<file path="src/icr_map.svh">
// register offsets, field positions and reset values of the clear block
`ifndef ICR_MAP_SVH
`define ICR_MAP_SVH
`define ICR_OFF_CLR_ALL 8'h40
`define ICR_OFF_CLR_RXU 8'h44
`define ICR_OFF_CLR_RXO 8'h48
`define ICR_OFF_CLR_TXO 8'h4c
`define ICR_OFF_CLR_RDQ 8'h50
`define ICR_OFF_CLR_ABT 8'h54
`define ICR_OFF_CLR_RXD 8'h58
`define ICR_OFF_CLR_ACT 8'h5c
`define ICR_OFF_RAW 8'h80
`define ICR_OFF_MASK 8'h84
`define ICR_OFF_ABT_SRC 8'h88
`define ICR_BIT_RXU 0
`define ICR_BIT_RXO 1
`define ICR_BIT_RXF 2
`define ICR_BIT_TXO 3
`define ICR_BIT_TXE 4
`define ICR_BIT_RDQ 5
`define ICR_BIT_ABT 6
`define ICR_BIT_RXD 7
`define ICR_BIT_ACT 8
`define ICR_SW_BITS 9'h1eb
`define ICR_ABT_KEEP_BIT 9
`define ICR_RAW_RST 9'h000
`define ICR_MASK_RST 9'h000
`define ICR_ABT_RST 32'h00000000
`define ICR_RDATA_RST 32'h00000000
`endif

</file>
<file path="src/icr_pkg.sv">
// types shared by the interrupt clear block
package icr_pkg;
  typedef logic [8:0] icr_raw_t;
  typedef logic [31:0] icr_word_t;
  typedef logic [7:0] icr_addr_t;
  typedef enum logic [1:0] {
    ICR_BUS_IDLE = 2'b00,
    ICR_BUS_ACK = 2'b01
  } icr_bus_e;
endpackage

</file>
<file path="src/icr_sticky.sv">
// sticky flag vector: set wins over clear
module icr_sticky #(
  parameter int W = 9,
  parameter logic [W-1:0] RST = '0
) (
  // clock and reset
  input wire logic i_mclk,
  input wire logic i_reset_n,
  // set and clear vectors
  input wire logic [W-1:0] i_set,
  input wire logic [W-1:0] i_clr,
  // flags
  output logic [W-1:0] o_q
);
  logic [W-1:0] q_r;
  logic [W-1:0] q_nxt;
  // an event in the clearing cycle is never lost
  assign q_nxt = (q_r & ~i_clr) | i_set;
  assign o_q = q_r;
  always_ff @(posedge i_mclk or negedge i_reset_n) begin
    if (!i_reset_n) begin
      q_r <= RST;
    end else begin
      q_r <= q_nxt;
    end
  end
endmodule

</file>
<file path="src/icr_bus_if.sv">
// avalon-mm handshake: one wait state per access
module icr_bus_if
  import icr_pkg::*;
(
  // clock and reset
  input wire logic i_mclk,
  input wire logic i_reset_n,
  // request strobes
  input wire logic i_read,
  input wire logic i_write,
  // handshake and access phases
  output logic o_waitrequest,
  output logic o_capture,
  output logic o_rd_done,
  output logic o_wr_done
);
  icr_bus_e state_r;
  icr_bus_e state_nxt;
  wire req = i_read | i_write;
  wire idle = (state_r == ICR_BUS_IDLE);
  assign state_nxt = (idle && req) ? ICR_BUS_ACK : ICR_BUS_IDLE;
  // wait state lets read data be registered before the clear lands
  assign o_waitrequest = req & idle;
  assign o_capture = i_read & idle;
  assign o_rd_done = i_read & ~idle;
  assign o_wr_done = i_write & ~idle;
  always_ff @(posedge i_mclk or negedge i_reset_n) begin
    if (!i_reset_n) begin
      state_r <= ICR_BUS_IDLE;
    end else begin
      case (state_r)
        ICR_BUS_IDLE: state_r <= state_nxt;
        ICR_BUS_ACK: state_r <= state_nxt;
        default: state_r <= ICR_BUS_IDLE;
      endcase
    end
  end
endmodule

</file>
<file path="src/icr_top.sv">
// read-to-clear interrupt registers of the two-wire controller
// Functional notes
// - clear-all read clears all software bits except activity while bus is active, and abort source record; irq stays set while a masked level bit is high
// - clear-all read leaves hardware-cleared status bits alone
// - bit 9 of abort source record is not wiped by clear reads while abort keep cause is set
// - receive-underflow clear read clears raw bit 0 only
// - receive-overflow clear read clears raw bit 1
// - transmit-overflow clear read clears raw bit 3
// - read-request clear read clears raw bit 5
// - transmit-abort clear read clears raw bit 6 and abort source record
// - transmit-abort clear read releases the flushed transmit fifo
// - receive-finished clear read clears raw bit 7
// - activity clear read clears flag only while bus is not active
// - activity flag self-clears when disabled and bus idle
// - activity clear read returns raw bit 8 in bit 0
// - receive-underflow flag sets on read of an empty receive buffer
`include "icr_map.svh"
module icr_top (
  // clock and reset
  input wire logic i_mclk,
  input wire logic i_reset_n,
  // avalon-mm slave
  input wire icr_pkg::icr_addr_t i_avs_address,
  input wire logic i_avs_read,
  input wire logic i_avs_write,
  input wire icr_pkg::icr_word_t i_avs_writedata,
  input wire logic [3:0] i_avs_byteenable,
  output icr_pkg::icr_word_t o_avs_readdata,
  output logic o_avs_waitrequest,
  // controller events, one-cycle pulses, with rx empty level and abort cause
  input wire logic i_rx_pop,
  input wire logic i_rx_empty,
  input wire logic i_rx_over_evt,
  input wire logic i_tx_over_evt,
  input wire logic i_rd_req_evt,
  input wire logic i_rx_done_evt,
  input wire logic i_abort_evt,
  input wire icr_pkg::icr_word_t i_abort_cause,
  // controller levels
  input wire logic i_rx_full_lvl,
  input wire logic i_tx_empty_lvl,
  input wire logic i_bus_active,
  input wire logic i_enable,
  input wire logic i_abort_keep_cause,
  // status out
  output icr_pkg::icr_raw_t o_raw_status,
  output icr_pkg::icr_word_t o_abort_source,
  output logic o_tx_flush_hold,
  output logic o_irq
);
  import icr_pkg::*;

  function automatic logic hit(input icr_addr_t a, input icr_addr_t off);
    hit = (a[7:2] == off[7:2]);
  endfunction

  logic capture;
  logic rd_done;
  logic wr_done;
  icr_raw_t sticky_q;
  icr_raw_t raw_set;
  icr_raw_t raw_clr;
  icr_raw_t raw_view;
  icr_raw_t mask_r;
  icr_raw_t mask_nxt;
  icr_word_t abt_q;
  icr_word_t abt_set;
  icr_word_t abt_clr;
  icr_word_t rdata_r;
  icr_word_t rdata_nxt;
  logic flush_r;
  logic flush_nxt;

  icr_bus_if u_bus (
    .i_mclk(i_mclk),
    .i_reset_n(i_reset_n),
    .i_read(i_avs_read),
    .i_write(i_avs_write),
    .o_waitrequest(o_avs_waitrequest),
    .o_capture(capture),
    .o_rd_done(rd_done),
    .o_wr_done(wr_done)
  );

  // address decode
  wire a_all = hit(i_avs_address, `ICR_OFF_CLR_ALL);
  wire a_rxu = hit(i_avs_address, `ICR_OFF_CLR_RXU);
  wire a_rxo = hit(i_avs_address, `ICR_OFF_CLR_RXO);
  wire a_txo = hit(i_avs_address, `ICR_OFF_CLR_TXO);
  wire a_rdq = hit(i_avs_address, `ICR_OFF_CLR_RDQ);
  wire a_abt = hit(i_avs_address, `ICR_OFF_CLR_ABT);
  wire a_rxd = hit(i_avs_address, `ICR_OFF_CLR_RXD);
  wire a_act = hit(i_avs_address, `ICR_OFF_CLR_ACT);
  wire a_raw = hit(i_avs_address, `ICR_OFF_RAW);
  wire a_msk = hit(i_avs_address, `ICR_OFF_MASK);
  wire a_src = hit(i_avs_address, `ICR_OFF_ABT_SRC);

  // clear side effects only on the completing read edge
  wire c_all = rd_done & a_all;
  wire c_rxu = rd_done & a_rxu;
  wire c_rxo = rd_done & a_rxo;
  wire c_txo = rd_done & a_txo;
  wire c_rdq = rd_done & a_rdq;
  wire c_abt = rd_done & a_abt;
  wire c_rxd = rd_done & a_rxd;
  wire c_act = rd_done & a_act;
  wire w_raw = wr_done & a_raw;
  wire w_msk = wr_done & a_msk;
  wire hw_idle_off = ~i_enable & ~i_bus_active;

  // sticky event bits
  wire rx_under = i_rx_pop & i_rx_empty;
  always_comb begin
    raw_set = '0;
    raw_set[`ICR_BIT_RXU] = rx_under;
    raw_set[`ICR_BIT_RXO] = i_rx_over_evt;
    raw_set[`ICR_BIT_TXO] = i_tx_over_evt;
    raw_set[`ICR_BIT_RDQ] = i_rd_req_evt;
    raw_set[`ICR_BIT_ABT] = i_abort_evt;
    raw_set[`ICR_BIT_RXD] = i_rx_done_evt;
    // activity re-sets while busy, so a clear read cannot drop it
    raw_set[`ICR_BIT_ACT] = i_bus_active;
  end

  always_comb begin
    raw_clr = '0;
    raw_clr[`ICR_BIT_RXU] = c_rxu;
    raw_clr[`ICR_BIT_RXO] = c_rxo;
    raw_clr[`ICR_BIT_TXO] = c_txo;
    raw_clr[`ICR_BIT_RDQ] = c_rdq;
    raw_clr[`ICR_BIT_ABT] = c_abt;
    raw_clr[`ICR_BIT_RXD] = c_rxd;
    raw_clr[`ICR_BIT_ACT] = c_act | hw_idle_off;
    if (c_all) begin
      raw_clr = raw_clr | `ICR_SW_BITS;
    end
    if (w_raw) begin
      raw_clr = raw_clr | (i_avs_writedata[8:0] & `ICR_SW_BITS);
    end
    // level bits are never held here
    raw_clr = raw_clr & `ICR_SW_BITS;
  end

  icr_sticky #(
    .W(9),
    .RST(`ICR_RAW_RST)
  ) u_raw (
    .i_mclk(i_mclk),
    .i_reset_n(i_reset_n),
    .i_set(raw_set),
    .i_clr(raw_clr),
    .o_q(sticky_q)
  );

  // hardware-cleared levels pass straight through
  always_comb begin
    raw_view = sticky_q & `ICR_SW_BITS;
    raw_view[`ICR_BIT_RXF] = i_rx_full_lvl;
    raw_view[`ICR_BIT_TXE] = i_tx_empty_lvl;
  end

  // abort source record
  wire abt_wipe = c_all | c_abt;
  assign abt_set = i_abort_evt ? i_abort_cause : '0;
  always_comb begin
    abt_clr = abt_wipe ? '1 : '0;
    // kept bit drops only once its cause has gone
    if (i_abort_keep_cause) begin
      abt_clr[`ICR_ABT_KEEP_BIT] = 1'b0;
    end
  end

  icr_sticky #(
    .W(32),
    .RST(`ICR_ABT_RST)
  ) u_abt (
    .i_mclk(i_mclk),
    .i_reset_n(i_reset_n),
    .i_set(abt_set),
    .i_clr(abt_clr),
    .o_q(abt_q)
  );

  // fifo stays flushed from abort until software acknowledges
  assign flush_nxt = i_abort_evt | (flush_r & ~abt_wipe);

  // mask, low byte lanes only
  assign mask_nxt = {i_avs_byteenable[1] ? i_avs_writedata[8] : mask_r[8],
                     i_avs_byteenable[0] ? i_avs_writedata[7:0]
                                         : mask_r[7:0]};

  // read mux, sampled before the clear lands
  always_comb begin
    rdata_nxt = '0;
    if (a_all) begin
      rdata_nxt[0] = o_irq;
    end else if (a_rxu) begin
      rdata_nxt[0] = raw_view[`ICR_BIT_RXU];
    end else if (a_rxo) begin
      rdata_nxt[0] = raw_view[`ICR_BIT_RXO];
    end else if (a_txo) begin
      rdata_nxt[0] = raw_view[`ICR_BIT_TXO];
    end else if (a_rdq) begin
      rdata_nxt[0] = raw_view[`ICR_BIT_RDQ];
    end else if (a_abt) begin
      rdata_nxt[0] = raw_view[`ICR_BIT_ABT];
    end else if (a_rxd) begin
      rdata_nxt[0] = raw_view[`ICR_BIT_RXD];
    end else if (a_act) begin
      rdata_nxt[0] = raw_view[`ICR_BIT_ACT];
    end else if (a_raw) begin
      rdata_nxt[8:0] = raw_view;
    end else if (a_msk) begin
      rdata_nxt[8:0] = mask_r;
    end else if (a_src) begin
      rdata_nxt = abt_q;
    end
  end

  always_ff @(posedge i_mclk or negedge i_reset_n) begin
    if (!i_reset_n) begin
      rdata_r <= `ICR_RDATA_RST;
    end else if (capture) begin
      rdata_r <= rdata_nxt;
    end
  end

  always_ff @(posedge i_mclk or negedge i_reset_n) begin
    if (!i_reset_n) begin
      mask_r <= `ICR_MASK_RST;
    end else if (w_msk) begin
      mask_r <= mask_nxt;
    end
  end

  always_ff @(posedge i_mclk or negedge i_reset_n) begin
    if (!i_reset_n) begin
      flush_r <= 1'b0;
    end else begin
      flush_r <= flush_nxt;
    end
  end

  assign o_avs_readdata = rdata_r;
  assign o_raw_status = raw_view;
  assign o_abort_source = abt_q;
  assign o_tx_flush_hold = flush_r;
  assign o_irq = |(raw_view & mask_r);

  // checks
  wire ev_any = rx_under | i_rx_over_evt | i_tx_over_evt | i_rd_req_evt
              | i_rx_done_evt | i_abort_evt;

  a_clr_all_bits: assert property (
    @(posedge i_mclk) disable iff (!i_reset_n)
    c_all && !ev_any && !i_bus_active
    |=> (o_raw_status & `ICR_SW_BITS) == 9'h000
        && (!o_irq || (o_raw_status & mask_r & 9'h014) != 9'h000))
    else $error("clear-all left software bits set");

  a_hw_bits_pass: assert property (
    @(posedge i_mclk) disable iff (!i_reset_n)
    c_all |-> o_raw_status[`ICR_BIT_RXF] == i_rx_full_lvl
          && o_raw_status[`ICR_BIT_TXE] == i_tx_empty_lvl)
    else $error("hardware level bit disturbed");

  a_abort_keep_bit: assert property (
    @(posedge i_mclk) disable iff (!i_reset_n)
    abt_wipe && i_abort_keep_cause && o_abort_source[9]
    |=> o_abort_source[9])
    else $error("kept abort source bit was wiped");

  a_abort_src_wipe: assert property (
    @(posedge i_mclk) disable iff (!i_reset_n)
    abt_wipe && !i_abort_evt && !i_abort_keep_cause
    |=> o_abort_source == 32'h00000000)
    else $error("abort source not wiped");

  a_rx_under_clr: assert property (
    @(posedge i_mclk) disable iff (!i_reset_n)
    c_rxu && !rx_under
    |=> !o_raw_status[0]
        && ((o_raw_status[8:1] | ~$past(o_raw_status[8:1])) == 8'hff
            || $past(hw_idle_off) || $past(i_rx_full_lvl)
               != i_rx_full_lvl || $past(i_tx_empty_lvl) != i_tx_empty_lvl))
    else $error("underflow clear wrong");

  a_single_clears: assert property (
    @(posedge i_mclk) disable iff (!i_reset_n)
    (c_rxo && !i_rx_over_evt |=> !o_raw_status[1])
    and (c_txo && !i_tx_over_evt |=> !o_raw_status[3])
    and (c_rdq && !i_rd_req_evt |=> !o_raw_status[5])
    and (c_rxd && !i_rx_done_evt |=> !o_raw_status[7]))
    else $error("single clear missed its bit");

  a_abort_flag_clr: assert property (
    @(posedge i_mclk) disable iff (!i_reset_n)
    c_abt && !i_abort_evt |=> !o_raw_status[6])
    else $error("abort flag not cleared");

  a_flush_release: assert property (
    @(posedge i_mclk) disable iff (!i_reset_n)
    abt_wipe && !i_abort_evt |=> !o_tx_flush_hold)
    else $error("flush hold not released");

  a_flush_set: assert property (
    @(posedge i_mclk) disable iff (!i_reset_n)
    i_abort_evt |=> o_tx_flush_hold)
    else $error("flush hold not raised");

  a_flush_keeps: assert property (
    @(posedge i_mclk) disable iff (!i_reset_n)
    o_tx_flush_hold && !abt_wipe |=> o_tx_flush_hold)
    else $error("flush hold dropped early");

  a_act_stays: assert property (
    @(posedge i_mclk) disable iff (!i_reset_n)
    c_act && i_bus_active |=> o_raw_status[8])
    else $error("activity dropped while busy");

  a_act_hw_clear: assert property (
    @(posedge i_mclk) disable iff (!i_reset_n)
    hw_idle_off |=> !o_raw_status[8])
    else $error("activity not self-cleared");

  a_act_readback: assert property (
    @(posedge i_mclk) disable iff (!i_reset_n)
    capture && a_act |=> o_avs_readdata[0] == $past(o_raw_status[8])
                       && o_avs_readdata[31:1] == 31'h00000000)
    else $error("activity readback wrong");

  a_under_sets: assert property (
    @(posedge i_mclk) disable iff (!i_reset_n)
    i_rx_pop && i_rx_empty |=> o_raw_status[0])
    else $error("underflow not flagged");

  a_one_wait: assert property (
    @(posedge i_mclk) disable iff (!i_reset_n)
    (i_avs_read || i_avs_write) && o_avs_waitrequest
    |=> !o_avs_waitrequest)
    else $error("bus answer late");

  a_write_inert: assert property (
    @(posedge i_mclk) disable iff (!i_reset_n)
    wr_done && !a_raw && !ev_any
    |=> (o_raw_status & 9'h0eb) == $past(o_raw_status & 9'h0eb))
    else $error("write changed status");
endmodule

</file>
<file path="config.mk">
export PLATFORM = sky130hd
export DESIGN_NAME = icr_top
export DESIGN_NICKNAME = d
export VERILOG_FILES = /design/src/icr_pkg.sv /design/src/icr_sticky.sv /design/src/icr_bus_if.sv /design/src/icr_top.sv
export VERILOG_INCLUDE_DIRS = /design/src
export SDC_FILE = /design/constraint.sdc
export NUM_CORES = 1
export LEC_CHECK = 0
export BUFFER_PORTS_ARGS = -buffer_cell sky130_fd_sc_hd__buf_2
export CORE_UTILIZATION = 45
export DETAILED_ROUTE_END_ITERATION = 8
export GPL_TIMING_DRIVEN = 0
export PLACE_DENSITY = 0.78
export SLEW_MARGIN = 20
export SYNTH_ARGS = -nofsm -noshare
export SYNTH_HDL_FRONTEND = slang
export SYNTH_SLANG_ARGS = --single-unit
export TNS_END_PERCENT = 5
</file>
<file path="constraint.sdc">
create_clock -name i_mclk -period 1.81 [get_ports i_mclk]
set_input_delay 0.2715 -clock i_mclk [delete_from_list [all_inputs] [get_ports i_mclk]]
set_output_delay 0.2715 -clock i_mclk [all_outputs]
set_load 0.005 [all_outputs]
</file>
# After elaboration in Yosys (flattened, before gate mapping)
# Cells that the tools add are included.
# word_totals
inputBits	92
reg_bits	85
# classes
n_reduce_logical	6
muxes	28
bitwise	33
eq_ne	12
# ops
cell	n
31-bit two-way mux	8
32-bit two-way mux	3
6-bit by 5-bit == test with 1-bit output, second input constant	8
23-bit two-way mux	2
9-bit two-way mux	4
32-bit AND	1
32-bit inverter	1
32-bit OR	1
9-bit AND	2
6-bit == test, second input constant	3
9-bit OR	2
1-bit AND	17
1-bit two-way mux	10
9-bit inverter	1
9-bit OR reduction	1
1-bit inverter	4
1-bit OR	4
2-bit AND reduction	2
2-bit by 1-bit == test with 1-bit output, second input constant	1
2-bit logical NOT	1
2-bit two-way mux	1
2-bit OR reduction	1
1-bit logical AND	1

# Longest topological paths before layout
# logic_depth
depth_word	12
mapped_depth	7
ltp_nobuf	5

# Hierarchy
# From an unflattened synthesis, not the netlist that was laid out.
# hier_totals
hier_cells	402
hier_area_um2	3947.5
# by_module_without_submodules
mod	instances	cells_each	area_per_inst_um2
icr_top	1	274	2401.1
icr_sticky (u_abt)	1	96	1161.1
icr_sticky (u_raw)	1	27	326.6
icr_bus_if	1	5	58.8

# Worst setup path before layout
# Ideal clock, no wire load.
# synth_timing
kind	input -> register
from	in i_avs_address[5]
to	reg u_abt.q_r[0], in the netlist u_abt.o_q[0]
t_arrival_ps	1436
setup_ps	121
path_buffers	2
path_stages	6
path_slack_ps	252
path_cell_list	nor3b_4 nand3_2 or3_1 buf_2 buf_6 a22o_1
# synth_between
elab_chain_cells	7
# synth_rtl
element	line	text
start: declaration	icr_top.sv:23	input wire icr_pkg::icr_addr_t i_avs_address,
6-bit by 5-bit == test with 1-bit output	icr_top.sv:54	hit = (a[7:2] == off[7:2]);
1-bit AND (on tied branches)	icr_top.sv:99, icr_top.sv:104	
1-bit OR (*)	icr_top.sv:163	wire abt_wipe = c_all | c_abt;
32-bit two-way mux (*)	icr_top.sv:166	abt_clr = abt_wipe ? '1 : '0;
32-bit inverter (*)	icr_sticky.sv:18	assign q_nxt = (q_r & ~i_clr) | i_set;
32-bit AND (*)	icr_sticky.sv:18	
32-bit OR (*)	icr_sticky.sv:18	
named net u_abt.q_nxt[0]	icr_sticky.sv:16	logic [W-1:0] q_nxt;
end signal: assignment	icr_sticky.sv:24	q_r <= q_nxt;
end: declaration	icr_sticky.sv:15	logic [W-1:0] q_r;
# Mark *: on every way through the listed nets, which the timed path passes. The rest lies on a longest branch.
# A chain may end at the register's enable or synchronous reset.

# Final worst setup path
# layout_timing
from	reg mask_r[2]
to	out o_irq
# layout_between
elab_chain_cells	2
# layout_rtl
element	line	text
start: declaration	icr_top.sv:64	icr_raw_t mask_r;
start signal: assignment	icr_top.sv:230	mask_r <= `ICR_MASK_RST;
start signal: assignment	icr_top.sv:232	mask_r <= mask_nxt;
9-bit AND	icr_top.sv:248	assign o_irq = |(raw_view & mask_r);
9-bit OR reduction	icr_top.sv:248	
end: declaration	icr_top.sv:49	output logic o_irq
# Every way passes these cells.

==> results.tsv <==
stage	metric	value	unit
finish	layout cells sized above 1	42.79	%
clock_tree	clk slew on worst S/H paths	80	ps
logic_synthesis	syn avg cell area	12.72	um^2
clock_tree	CTS Buf Count	9	
finish	most frequent cells in the layout	buf_2, dfrtp_1, a22o_1, nand2_1, clkbuf_1	
finish	P&R area growth vs syn	29.98	%
min_path	hold crit path type	in2reg	
clock_tree	CTS Sinks	82	
route	detailed-route via count	2946	
floorplan	row count	31	
sta	final worst-path setup slack	60.38	ps
clock_tree	# H-tree levels	3	
global_routing	Tot GR Track Use	22.84	%
sta	max_slew headroom	62.13	%
sta	Max Slew Vio Count	0	
logic_synthesis	Post-Syn Area	3472	um^2
finish	commonest non-fill, non-tap cell in the layout	buf_2	
clock_tree	CTS Root Cell	clkbuf_8	
global_routing	number of global-route vias before repair	2857	
power	Power Internal	2.583	mW
power	Max IR drop VDD	0.3998	mV
floorplan	Die X	89.84	um
sta	final count of hold timing violations	0	
finish	NumNets Final	517	
clock_tree	Clock Path Buffers	2	
global_routing	global-route wire length before repair	14480	um
sta	RSZ-0062 raised after global routing	yes	
logic_synthesis	syn_nets	365	
logic_synthesis	sequential area share after synthesis	59.10	%
power	P_leak	2.228	nW
floorplan	die extent in y	89.84	um
setup_path	Crit Path Max Fanout	3	
power	Sw Ratio	25.40	%
logic_synthesis	Synth top area share	59.10	%
sta	final clock skew	7.393	ps
sta	Max Fclk	571.6	MHz
sta	crit share post-route	96.66	%
power	Clk network pwr share	33.6	%
logic_synthesis	biggest area consumer among synthesized cells	dfrtp_1	
setup_path	Worst EP required	1540	ps
logic_synthesis	Synth Register Bits	82	
clock_tree	CTS tree	built	
sta	hold_ws	103.2	ps
floorplan	Starting Density	47.11	%
route	routed length per instance	16.95	um
setup_path	WS Path Type	reg2out	
finish	ANT cells	0	
power	NetSw	879.4	uW
setup_path	Setup crit start kind	flip-flop	
clock_tree	clock latency on the worst-skew pair	350	ps
placement	Placer Congestion	0.8499	
sta	worst slew pin tran	568.1	ps
route	Pre-Repair DR Iteration Count	4	
route	DRT iter0 DRCs	94	
sta	# setup viols final	0	
power	pwr/cell area	767.2	nW/um^2
setup_path	Worst setup EP type	primary output	
global_routing	initial antenna violation count	0	
power	Comb pwr share	11.0	%
sta	fin crit period	1750	ps
route	DRC Markers	0	
logic_synthesis	post-synth cell types	43	
floorplan	Die ar.	8071	um^2
run	Max-Cap Viols	0	
global_routing	largest net degree at the start of global routing	60	
route	vias per inst	5.569	
floorplan	core box area	7370	um^2
route	DRT Wirelength	8968	um
logic_synthesis	YS warnings	0	
placement	dpl cell area	4317	um^2
placement	number of port buffers	138	
setup_path	Critical Path AT	1480	ps
logic_synthesis	Syn Inst Count	273	
logic_synthesis	top cells by area, synth	dfrtp_1, a22o_1, mux2_2	
finish	Final Cell Area	4513	um^2
floorplan	I/O pin count	168	
global_routing	total gr overflow	0	
placement	dpl ws	-123.2	ps
finish	Core Util, Final	61.24	%
route	ANT nets after route	0	
run_status	status	complete, no violations	
placement	Final HPWL DP	6619	um
sta	setup TNS	0	ps
power	Sequential Power Share	55.5	%
## logic make-up after synthesis
group / count (synthesis) / share of synthesized area [%]
buffers and inverters: 25 / 3.892
AO/OA/AOI/OAI: 101 / 23.53
multiplexers: 17 / 5.225
AND/OR/NAND/NOR: 47 / 8.000
flip-flops: 82 / 59.10
XOR/XNOR: 1 / 0.2523
## path summary, 6_finish.rpt
path	endpoint	startpoint	depth (start not counted)	slack [ps]
setup / recovery	o_irq	mask_r[2]	4	60
hold / removal	u_raw.o_q[8]	i_bus_active	2	100
setup reg to reg	o_avs_readdata[27]	u_bus.state_r[0]	5	170
hold reg to reg	o_avs_readdata[5]	o_avs_readdata[5]	1	500
max in group asynchronous	o_avs_readdata[1]	i_reset_n	3	850
min in group asynchronous	o_avs_readdata[24]	i_reset_n	2	370
## critical path, stage by stage, from the launching register on
cell and delay, ps:
dfrtp_1 400, a22o_1 220, a221oi_2 200, nand3_1 160, buf_2 160
## final cells by class
| type | count | area, um^2 |
|---|---|---|
| Buffer | 22 | 123.9 |
| Clock inverter | 5 | 30.03 |
| Fill cell | 637 | 2856 |
| Multi-Input combinational cell | 166 | 1291 |
| Inverter | 3 | 11.26 |
| Sequential cell | 82 | 2053 |
| Tap cell | 99 | 123.9 |
| Timing Repair Buffer | 141 | 738.2 |
| Clock buffer | 11 | 141.4 |
## metrics by stage
| stage | std cells | power, mW |
|---|---|---|
| 2_1_floorplan | 273 | 2.111 |
| 3_3_place_gp | 510 | 2.318 |
| 3_5_place_dp | 511 | 2.336 |
| 4_1_cts | 529 | 3.489 |
| 5_1_grt | 529 | 3.613 |
| 6_report | 529 | 3.463 |
## power groups by stage
| stage | clock network, mW | logic, mW | registers (mW) |
|---|---|---|---|
| after floorplan | 0 | 0.158 | 1.95 |
| after global placement | 0 | 0.364 | 1.95 |
| after detailed placement | 0 | 0.379 | 1.96 |
| after CTS | 1.18 | 0.384 | 1.92 |
| after global routing | 1.27 | 0.418 | 1.93 |
| final | 1.16 | 0.379 | 1.92 |
## state kept, by name, indices dropped and copies added (netlist names)
register and cells:
o_avs_readdata 32, u_abt.o_q 32, mask_r 9, u_raw.o_q 7
o_tx_flush_hold 1, u_bus.state_r 1
## cell usage after synthesis (all sizes together)
cell     number
dfrtp        82
a22o         64
nand2        17
clkbuf       12
o21ai        11
buf          10
mux2          9
mux2i         8
nor2          6
a21o          5
nand3         5
a21oi         4
nand2b        4
a211o         3
inv           3
nor3          3
a22oi         2
a31o          2
a32oi         2
o22ai         2
or3           2
a221oi        1
a222oi        1
a32o          1
a41o          1
and3b         1
nand3b        1
nand4         1
nand4bb       1
nor3b         1
nor4          1
nor4b         1
o211ai        1
o32ai         1
or2           1
or3b          1
or4b          1
xor2          1
## per-layer routing
metal	routed length, um	global-route usage [%]	up-vias
met5	0	0	-
met4	176	8.743	0
met3	532	4.315	13
met2	4212	36.15	120
met1	4047	31.23	1465
li1	-	-	1348
## what timing repair did
item                                   4_1_cts  5_1_grt
gates cloned                                 0        0
setup endpoints to repair                    1        3
resized for setup                            1        1
endpoints found under the hold margin       23        0
setup buffers                                1        0
hold buffers                                 1        0
No activity file was read; power rests on OpenSTA's default activity.
